[config.mk]
export PLATFORM = sky130hd
export DESIGN_NAME = ewg_guard
export DESIGN_NICKNAME = d
export VERILOG_FILES = /design/src/ewg_guard.v /design/src/ewg_mem.v
export VERILOG_INCLUDE_DIRS = /design/src
export SDC_FILE = /design/constraint.sdc
export NUM_CORES = 2
export LEC_CHECK = 0
export BUFFER_PORTS_ARGS = -buffer_cell sky130_fd_sc_hd__buf_2
export CORE_MARGIN = 2
export CORE_UTILIZATION = 62
export CTS_CLUSTER_SIZE = 8
export DETAILED_ROUTE_END_ITERATION = 8
export HOLD_SLACK_MARGIN = 0.12
export MAX_ROUTING_LAYER = met4
export PLACE_DENSITY = 0.79
export SKIP_CTS_REPAIR_TIMING = 1
export SLEW_MARGIN = 25
export SYNTH_ARGS = -nofsm -noshare
export SYNTH_HDL_FRONTEND = slang
export SYNTH_SLANG_ARGS = --single-unit
[constraint.sdc]
create_clock -name hclk -period 5 [get_ports hclk]
set_input_delay 0.5 -clock hclk [delete_from_list [all_inputs] [get_ports hclk]]
set_output_delay 0.5 -clock hclk [all_outputs]
set_load 0.02 [all_outputs]
[src/ewg_defines.vh]
// register map, field positions, reset values and timing counts of the eeprom write guard
`ifndef EWG_DEFINES_VH
`define EWG_DEFINES_VH
`define EWG_OFF_CTRL 8'h00
`define EWG_OFF_UNLOCK 8'h04
`define EWG_OFF_ADDR_LO 8'h08
`define EWG_OFF_ADDR_HI 8'h0c
`define EWG_OFF_DATA_LO 8'h10
`define EWG_OFF_DATA_HI 8'h14
`define EWG_OFF_INTCTL 8'h18
`define EWG_OFF_IRQ_EN 8'h1c
`define EWG_OFF_IRQ_FLAG 8'h20
`define EWG_OFF_IRQ_CLR 8'h24
`define EWG_OFF_FUSE 8'h28
`define EWG_BIT_RD 0
`define EWG_BIT_WR 1
`define EWG_BIT_WRITE_ENABLE_LATCH 2
`define EWG_BIT_WRITE_ERROR_FLAG 3
`define EWG_BIT_PGD 7
`define EWG_BIT_DONE 4
`define EWG_BIT_DENY 0
`define EWG_CTRL_MASK 8'h8f
`define EWG_ADDR_HI_MASK 8'h0f
`define EWG_DATA_HI_MASK 8'h3f
`define EWG_IRQ_MASK 8'hf0
`define EWG_IRQ_STAT_MASK 8'h11
`define EWG_UNLOCK_B1 8'h55
`define EWG_UNLOCK_B2 8'haa
`define EWG_RST_BYTE 8'h00
`define EWG_PWRT_MS 64
`define EWG_CLK_MHZ 200
`define EWG_PWRT_CYCLES (`EWG_PWRT_MS * 1000 * `EWG_CLK_MHZ)
`define EWG_WRITE_CYCLES 16
`define EWG_MEM_DEPTH 256
`endif

[src/ewg_guard.v]
// eeprom write guard: ahb-lite register file, unlock, power-up timer and write sequencer
//
// Behaviour
// - a power-on reset clears the write-enable latch so no write starts until firmware sets it again.
// - while the 64 ms power-up timer runs no eeprom write may start.
// - a write starts only with the enable latch set and the unlock sequence just completed.
// - with the data protect fuse at 0 only the cpu may read or write the eeprom; the external path is denied.
// - other resets clear write, read and enable bits, keep the error flag by condition; unused bits read 0.
// - setting write-start with program space selected clears it at once and does nothing.
//
// Our own choices: the placing of the registers and the AHB-Lite slave port.
`timescale 1ns/1ps
`include "ewg_defines.vh"
module ewg_guard #(
  parameter PWRT_CYCLES = `EWG_PWRT_CYCLES
) (
  input wire hclk,
  input wire hresetn,
  input wire por_n,
  input wire hsel,
  input wire [31:0] haddr,
  input wire [1:0] htrans,
  input wire hwrite,
  input wire [2:0] hsize,
  input wire [31:0] hwdata,
  input wire hready,
  output wire [31:0] hrdata,
  output wire hreadyout,
  output wire hresp,
  input wire data_protect_fuse,
  input wire ext_req,
  input wire ext_wr,
  input wire [7:0] ext_addr,
  input wire [7:0] ext_wdata,
  output reg [7:0] ext_rdata_ff,
  output reg ext_deny_ff,
  output wire irq
);
  localparam ST_IDLE = 2'd0;
  localparam ST_WRITE = 2'd1;
  localparam UL_NONE = 2'd0;
  localparam UL_ONE = 2'd1;
  localparam UL_DONE = 2'd2;

  function sel_hit;
    input [7:0] a;
    input [7:0] off;
    begin
      sel_hit = (a == off);
    end
  endfunction

  reg [7:0] ctrl_ff;
  reg [7:0] addr_lo_ff;
  reg [7:0] addr_hi_ff;
  reg [7:0] data_lo_ff;
  reg [7:0] data_hi_ff;
  reg [7:0] intctl_ff;
  reg [7:0] irq_en_ff;
  reg [7:0] irq_flag_ff;
  reg [1:0] unlock_ff;
  reg [1:0] state_ff;
  reg [4:0] wcnt_ff;
  reg [31:0] pwrt_ff;
  reg was_writing_ff;
  reg err_pending_ff;
  reg dph_ff;
  reg dph_wr_ff;
  reg [7:0] dph_addr_ff;
  reg [31:0] hrdata_ff;
  reg rd_pend_ff;
  reg ext_pend_ff;

  wire pwrt_busy = (pwrt_ff != 32'h0);
  wire addr_phase = hsel && hready && htrans[1];
  wire bus_wr = dph_ff && dph_wr_ff;
  wire [7:0] wb = hwdata[7:0];
  wire wr_ctrl = bus_wr && sel_hit(dph_addr_ff, `EWG_OFF_CTRL);
  wire wr_unlock = bus_wr && sel_hit(dph_addr_ff, `EWG_OFF_UNLOCK);
  wire wr_start = wr_ctrl && wb[`EWG_BIT_WR] && !ctrl_ff[`EWG_BIT_WR];
  wire rd_start = wr_ctrl && wb[`EWG_BIT_RD];
  wire write_enable_latch_next = wr_ctrl ? wb[`EWG_BIT_WRITE_ENABLE_LATCH] : ctrl_ff[`EWG_BIT_WRITE_ENABLE_LATCH];
  // the start bit itself must be written after the unlock, never alongside it
  wire start_ok = wr_start && !wb[`EWG_BIT_PGD] && write_enable_latch_next && (unlock_ff == UL_DONE) && !pwrt_busy;
  wire write_done = (state_ff == ST_WRITE) && (wcnt_ff == 5'd0);
  wire [31:0] wcnt_load = `EWG_WRITE_CYCLES - 1;
  // external path shares the array; the cpu wins only while its write runs, an idle external request takes the array address
  wire ext_ok = ext_req && data_protect_fuse && (state_ff == ST_IDLE) && !pwrt_busy;
  wire mem_we = write_done || (ext_ok && ext_wr && !write_done);
  wire [7:0] mem_addr = (ext_ok && !(state_ff == ST_WRITE)) ? ext_addr : addr_lo_ff;
  wire [7:0] mem_wdata = write_done ? data_lo_ff : ext_wdata;
  wire [7:0] mem_rdata;

  ewg_mem u_mem (
    .hclk(hclk),
    .we(mem_we),
    .addr(mem_addr),
    .wdata(mem_wdata),
    .rdata_ff(mem_rdata)
  );

  assign hreadyout = 1'b1;
  assign hresp = 1'b0;
  assign hrdata = hrdata_ff;
  assign irq = |(irq_flag_ff & irq_en_ff & `EWG_IRQ_STAT_MASK);

  // bus data phase tracking and read mux
  always @(posedge hclk or negedge hresetn) begin
    if (!hresetn) begin
      dph_ff <= 1'b0;
      dph_wr_ff <= 1'b0;
      dph_addr_ff <= `EWG_RST_BYTE;
      hrdata_ff <= 32'h0;
    end else begin
      dph_ff <= addr_phase;
      dph_wr_ff <= addr_phase && hwrite;
      dph_addr_ff <= haddr[7:0];
      hrdata_ff <= 32'h0;
      // read data registered in the address phase so it stands in the data phase
      if (addr_phase && !hwrite) begin
        case (haddr[7:0])
          `EWG_OFF_CTRL: hrdata_ff <= {24'h0, ctrl_ff & `EWG_CTRL_MASK};
          `EWG_OFF_ADDR_LO: hrdata_ff <= {24'h0, addr_lo_ff};
          `EWG_OFF_ADDR_HI: hrdata_ff <= {24'h0, addr_hi_ff};
          `EWG_OFF_DATA_LO: hrdata_ff <= {24'h0, data_lo_ff};
          `EWG_OFF_DATA_HI: hrdata_ff <= {24'h0, data_hi_ff};
          `EWG_OFF_INTCTL: hrdata_ff <= {24'h0, intctl_ff};
          `EWG_OFF_IRQ_EN: hrdata_ff <= {24'h0, irq_en_ff};
          `EWG_OFF_IRQ_FLAG: hrdata_ff <= {24'h0, irq_flag_ff};
          `EWG_OFF_FUSE: hrdata_ff <= {31'h0, data_protect_fuse};
          default: hrdata_ff <= 32'h0;
        endcase
      end
    end
  end

  // power-up timer runs only after a power-on reset
  always @(posedge hclk or negedge hresetn) begin
    if (!hresetn) begin
      pwrt_ff <= 32'h0;
    end else begin
      if (!por_n) begin
        pwrt_ff <= PWRT_CYCLES;
      end else if (pwrt_busy) begin
        pwrt_ff <= pwrt_ff - 32'h1;
      end
    end
  end

  // remembers an interrupted write across a non-power reset
  // no reset here: the write-in-progress mark must outlive the reset that it reports
  always @(posedge hclk) begin
    if (hresetn) begin
      was_writing_ff <= (state_ff == ST_WRITE);
    end
    err_pending_ff <= !hresetn && was_writing_ff && por_n;
  end

  // control, unlock and write sequencer
  always @(posedge hclk or negedge hresetn) begin
    if (!hresetn) begin
      ctrl_ff <= `EWG_RST_BYTE;
      unlock_ff <= UL_NONE;
      state_ff <= ST_IDLE;
      wcnt_ff <= 5'd0;
      rd_pend_ff <= 1'b0;
    end else begin
      rd_pend_ff <= 1'b0;
      if (!por_n) begin
        ctrl_ff <= `EWG_RST_BYTE;
        unlock_ff <= UL_NONE;
        state_ff <= ST_IDLE;
      end else begin
        if (err_pending_ff) begin
          ctrl_ff[`EWG_BIT_WRITE_ERROR_FLAG] <= 1'b1;
        end
        if (wr_unlock) begin
          if (wb == `EWG_UNLOCK_B1) begin
            unlock_ff <= UL_ONE;
          end else if (wb == `EWG_UNLOCK_B2 && unlock_ff == UL_ONE) begin
            unlock_ff <= UL_DONE;
          end else begin
            unlock_ff <= UL_NONE;
          end
        end else if (bus_wr) begin
          unlock_ff <= UL_NONE;
        end
        if (wr_ctrl) begin
          ctrl_ff[`EWG_BIT_PGD] <= wb[`EWG_BIT_PGD];
          ctrl_ff[`EWG_BIT_WRITE_ENABLE_LATCH] <= wb[`EWG_BIT_WRITE_ENABLE_LATCH];
          if (!wb[`EWG_BIT_WRITE_ERROR_FLAG] && !err_pending_ff) begin
            ctrl_ff[`EWG_BIT_WRITE_ERROR_FLAG] <= 1'b0;
          end
          if (rd_start && !wb[`EWG_BIT_PGD] && state_ff == ST_IDLE) begin
            rd_pend_ff <= 1'b1;
          end
        end
        case (state_ff)
          ST_IDLE: begin
            // program-space start, locked start and timer-blocked start all drop the bit
            if (start_ok) begin
              ctrl_ff[`EWG_BIT_WR] <= 1'b1;
              state_ff <= ST_WRITE;
              wcnt_ff <= wcnt_load[4:0];
              unlock_ff <= UL_NONE;
            end else begin
              ctrl_ff[`EWG_BIT_WR] <= 1'b0;
            end
          end
          ST_WRITE: begin
            if (write_done) begin
              ctrl_ff[`EWG_BIT_WR] <= 1'b0;
              state_ff <= ST_IDLE;
            end else begin
              wcnt_ff <= wcnt_ff - 5'd1;
            end
          end
          default: state_ff <= ST_IDLE;
        endcase
        ctrl_ff[`EWG_BIT_RD] <= 1'b0;
      end
    end
  end

  // data, address and interrupt registers
  always @(posedge hclk or negedge hresetn) begin
    if (!hresetn) begin
      addr_lo_ff <= `EWG_RST_BYTE;
      addr_hi_ff <= `EWG_RST_BYTE;
      data_lo_ff <= `EWG_RST_BYTE;
      data_hi_ff <= `EWG_RST_BYTE;
      intctl_ff <= `EWG_RST_BYTE;
      irq_en_ff <= `EWG_RST_BYTE;
      irq_flag_ff <= `EWG_RST_BYTE;
      ext_rdata_ff <= `EWG_RST_BYTE;
      ext_deny_ff <= 1'b0;
      ext_pend_ff <= 1'b0;
    end else begin
      ext_pend_ff <= ext_ok && !ext_wr;
      ext_deny_ff <= ext_req && !data_protect_fuse;
      if (ext_pend_ff) begin
        ext_rdata_ff <= mem_rdata;
      end
      if (bus_wr && sel_hit(dph_addr_ff, `EWG_OFF_ADDR_LO)) addr_lo_ff <= wb;
      if (bus_wr && sel_hit(dph_addr_ff, `EWG_OFF_ADDR_HI)) addr_hi_ff <= wb & `EWG_ADDR_HI_MASK;
      if (bus_wr && sel_hit(dph_addr_ff, `EWG_OFF_DATA_HI)) data_hi_ff <= wb & `EWG_DATA_HI_MASK;
      if (bus_wr && sel_hit(dph_addr_ff, `EWG_OFF_INTCTL)) intctl_ff <= wb;
      if (bus_wr && sel_hit(dph_addr_ff, `EWG_OFF_IRQ_EN)) irq_en_ff <= wb & `EWG_IRQ_MASK;
      if (rd_pend_ff) begin
        data_lo_ff <= mem_rdata;
      end else if (bus_wr && sel_hit(dph_addr_ff, `EWG_OFF_DATA_LO)) begin
        data_lo_ff <= wb;
      end
      // set wins over clear: clear first, then events
      if (bus_wr && sel_hit(dph_addr_ff, `EWG_OFF_IRQ_CLR)) begin
        irq_flag_ff <= (irq_flag_ff & ~wb) | {3'b000, write_done, 3'b000, ext_deny_ff};
      end else begin
        irq_flag_ff <= irq_flag_ff | {3'b000, write_done, 3'b000, ext_deny_ff};
      end
    end
  end
endmodule // ewg_guard

[src/ewg_mem.v]
// data eeprom array model: 256 bytes with registered read data
`timescale 1ns/1ps
`include "ewg_defines.vh"
module ewg_mem (
  input wire hclk,
  input wire we,
  input wire [7:0] addr,
  input wire [7:0] wdata,
  output reg [7:0] rdata_ff
);
  reg [7:0] mem [0:`EWG_MEM_DEPTH-1];
  // no reset on the array: content is meant to survive resets
  always @(posedge hclk) begin
    if (we) begin
      mem[addr] <= wdata;
    end
    rdata_ff <= mem[addr];
  end
endmodule // ewg_mem
==> flow_metrics.py <==
metrics = {
    "status": {
        "status": "finished, final reports clean",
    },
    "power": {
        "leakagePower_nw": 34.3,
        "power_mw": 40.5,
        "ir_drop_uv": 360,
        "powerDensity_nw_per_um2": 412,
    },
    "global_routing": {
        "grt_first_pass_wirelength_um": 316000,
        "grt_max_degree": 146,
        "grt_pass1_vias": 49534,
        "antenna_found_initial": 12,
        "grt_usage_pct": 31.4,
        "gr-total-overflow": 0,
    },
    "final_layout": {
        "fin_util_pct": 71.7,
        "final_cell_count_no_fill": 7351,
        "fin_nets": 5594,
        "areaGrowthSynthToFinish_pct": 15.1,
        "drive_above_1_share_pct": 14.6,
        "multi_input_area_sq_um": 19500,
        "regArea_sq_um": 64700,
        "num-fill-cells": 7810,
    },
    "cts": {
        "clk_path_buf_depth": 4,
        "cts_buffers": 322,
        "clk_latency_ps": 920,
        "htreeDepth": 5,
        "clk_pin_slew_ps": 50,
        "cts_tree": "done",
        "cts_root_buffer": "clkbuf_16",
        "cts_sinks": 2177,
    },
    "critical_path": {
        "cp.arrival_ps": 5700,
        "worst_setup_path_start_kind": "flip-flop",
        "crit_path_end_kind": "flip-flop",
        "cp_max_fo": 32,
        "critPathKind": "reg2reg",
        "critPathRequiredTime_ps": 5770,
    },
    "placement": {
        "place.gp.congestion": 0.961,
        "placed_cells": 6939,
        "io_buffers": 59,
        "dpl.hpwl_um": 127000,
    },
    "timing": {
        "rsz0062_at_grt": "true",
        "final_hold_viol_count": 0,
        "slew_headroom_pct": 25.0,
        "post-route-period-util_pct": 98.6,
        "final_max_slew_viol_count": 0,
        "worstMarginPinSlew_ps": 1120,
        "setup_violations": 0,
        "period_needed_ps": 4930,
        "fin_skew_ps": 48.7,
        "fmax_ghz": 0.203,
    },
    "drt": {
        "drtIter0Drc": 7259,
        "route.vias.total": 50014,
        "vias_per_cell": 6.80,
        "wl_per_cell_um": 29.6,
        "firstDrtPassIters": 8,
        "drcViolationCount": 0,
        "postRouteAntennaNets": 0,
        "totalWireLength_um": 218000,
    },
    "floorplanning": {
        "start_util_pct": 62.3,
        "num_rows": 136,
        "chipHeight_um": 375,
        "io-pin-count": 138,
        "dieArea_sq_um": 141000,
        "core-area_sq_um": 137000,
        "dieWidth_um": 375,
    },
    "job": {
        "cap_violations": 0,
    },
    "synth": {
        "ys_ff_latch": 2177,
        "synth_ff_type": "edfxtp_1",
        "synth_area_per_cell_sq_um": 16.8,
        "synth_top_cell_area_share_pct": 72.0,
        "async_flop_share_pct": 5.47,
        "yosysWarnings": 0,
        "synth_edf_count": 2049,
        "synth_top_area_cell": "edfxtp_1",
        "synth_cell_type_count": 66,
        "yosysSeqAreaShare_pct": 75.7,
        "synth_area_sq_um": 85500,
        "synth.area.top_cells": "edfxtp_1, mux2i_1, dfrtp_1, o22ai_1, nor2_1",
        "synthCells": 5087,
    },
    "min_path": {
        "hp-class": "in2async",
    },
}
cell usage in the layout, fill, tap and decap left out, drive strengths merged, types with 14 or more instances in the layout:
| cell | Yosys | final |
|---|---|---|
| a22o | 33 | 33 |
| a21oi | 52 | 52 |
| dfrtp | 119 | 119 |
| buf | 213 | 367 |
| nor2 | 312 | 312 |
| a222oi | 17 | 17 |
| diode | 0 | 14 |
| nor4 | 33 | 33 |
| nand2 | 176 | 176 |
| nor3 | 29 | 29 |
| nand3 | 56 | 56 |
| dlygate4sd3 | 0 | 26 |
| o21ai | 71 | 71 |
| nand4 | 30 | 30 |
| o41ai | 79 | 79 |
| and2 | 21 | 21 |
| conb | 2 | 26 |
| edfxtp | 2049 | 2049 |
| o32ai | 17 | 17 |
| clkbuf | 119 | 363 |
| mux2i | 895 | 895 |
| a22oi | 78 | 78 |
| o22ai | 452 | 452 |
| inv | 11 | 17 |
| a21boi | 19 | 19 |
| mux2 | 48 | 48 |
routing by layer:
metal / share of wire, % / up-vias / global-route usage, %
li1: - / 20991 / -
met1: 36 / 25026 / 40.4
met2: 48 / 3385 / 48.0
met3: 11 / 612 / 7.32
met4: 4.7 / 0 / 14.2
met5: 0 / - / -
critical path, cell delays in order (launching register included):
cell and delay, ps:
dfrtp_1 410, or4_1 650, nor4_4 330, and3_4 470
mux2_2 490, nand2_4 350, buf_12 280, o22ai_1 190
o41ai_1 670, nand4_1 270, a21oi_1 420, buf_4 200
nand3_1 60
Yosys cell counts, types with 5 or more instances:
library cell  number
a21oi_1           52
a22oi_1           78
o22ai_1          452
o31ai_1            7
or4_1              5
nand2b_1          12
nand2_1          173
a31oi_1            5
clkbuf_1         119
dfxtp_1            9
nor4_1            31
o32ai_1           17
a222oi_1          17
o21ai_0           58
nand3_1           56
a21boi_0          15
and3_1            12
buf_2            113
buf_1             15
inv_1             11
o21a_1             8
nor3_1            29
mux2_2            48
dfrtp_1          119
a2111oi_0          7
o21ai_1           13
xnor2_1            9
nor2_1           312
buf_4             63
or3_1             12
xor2_1            11
buf_6             22
and2_1            21
mux2i_1          893
a41oi_1            8
a22o_1            33
edfxtp_1        2049
a311o_1            7
nand4_1           30
o41ai_1           79
per-stage QoR:
step           hold WS, ps  setup TNS, ps  setup WS (ps)  instance area (sq um)
2_1_floorplan          204              0           1060                  85600
3_3_place_gp           434           -347           -135                  89600
3_5_place_dp           444           -847           -195                  89600
4_1_cts               -344          -1250           -250                  97900
5_1_grt                236          -34.6          -26.1                  98400
6_report               225              0           67.8                  98400
logic make-up (layout without fill, tap and decap cells):
family                     Yosys count  count (layout)  share of synthesized area (%)
buffers and inverters              343             775                           2.14
DFF                               2177            2177                           75.7
xor gates and xnor gates            20              20                          0.205
and+or+nand+nor                    727             727                           3.89
adders and majority gates            4               4                         0.0585
AOI/OAI and AO/OA                  871             871                           6.91
muxes                              943             943                           11.1
other                                2              40                        0.00878
final timing paths:
kind	from	endpoint	slack (ps)	cells after the start
setup / recovery	pwrt_ff[15]	u_mem.rdata_ff[0]	70	12
hold / removal	hresetn	pwrt_ff[27]	220	2
setup reg to reg	pwrt_ff[15]	u_mem.rdata_ff[0]	70	12
hold reg to reg	err_pending_ff	ctrl_ff[3]	450	1
max in group asynchronous	hresetn	intctl_ff[0]	3470	3
min in group hclk	ext_wdata[5]	u_mem.mem[69][5]	250	2
sequential cells by signal, summed over array words and instances (netlist names), 2 cells and up:
name            cells
u_mem.mem        2048
pwrt_ff            32
addr_lo_ff          8
data_lo_ff          8
dph_addr_ff         8
ext_rdata_ff        8
hrdata              8
intctl_ff           8
irq_flag_ff         8
u_mem.rdata_ff      8
data_hi_ff          6
wcnt_ff             5
addr_hi_ff          4
ctrl_ff             4
irq_en_ff           4
unlock_ff           2
report_power, final:
part           total (mW)  internal (mW)  switching, mW
Clock                18.5           11.5           7.03
Sequential           20.1           20.0         0.0815
Combinational        1.88          0.617           1.26
Total                40.5           32.1           8.37
final cells by class:
| type | instances | area share, % |
|---|---|---|
| Sequential cell | 2177 | 65.8 |
| Multi-Input combinational cell | 2591 | 19.8 |
| Clock buffer | 363 | 8.46 |
| Timing Repair Buffer | 393 | 3.57 |
| Tap cell | 1794 | 2.28 |
| Clock inverter | 8 | 0.0649 |
| Inverter | 11 | 0.0420 |
| Antenna cell | 14 | 0.0356 |
Note: power is estimated with default switching activity, not from simulation.
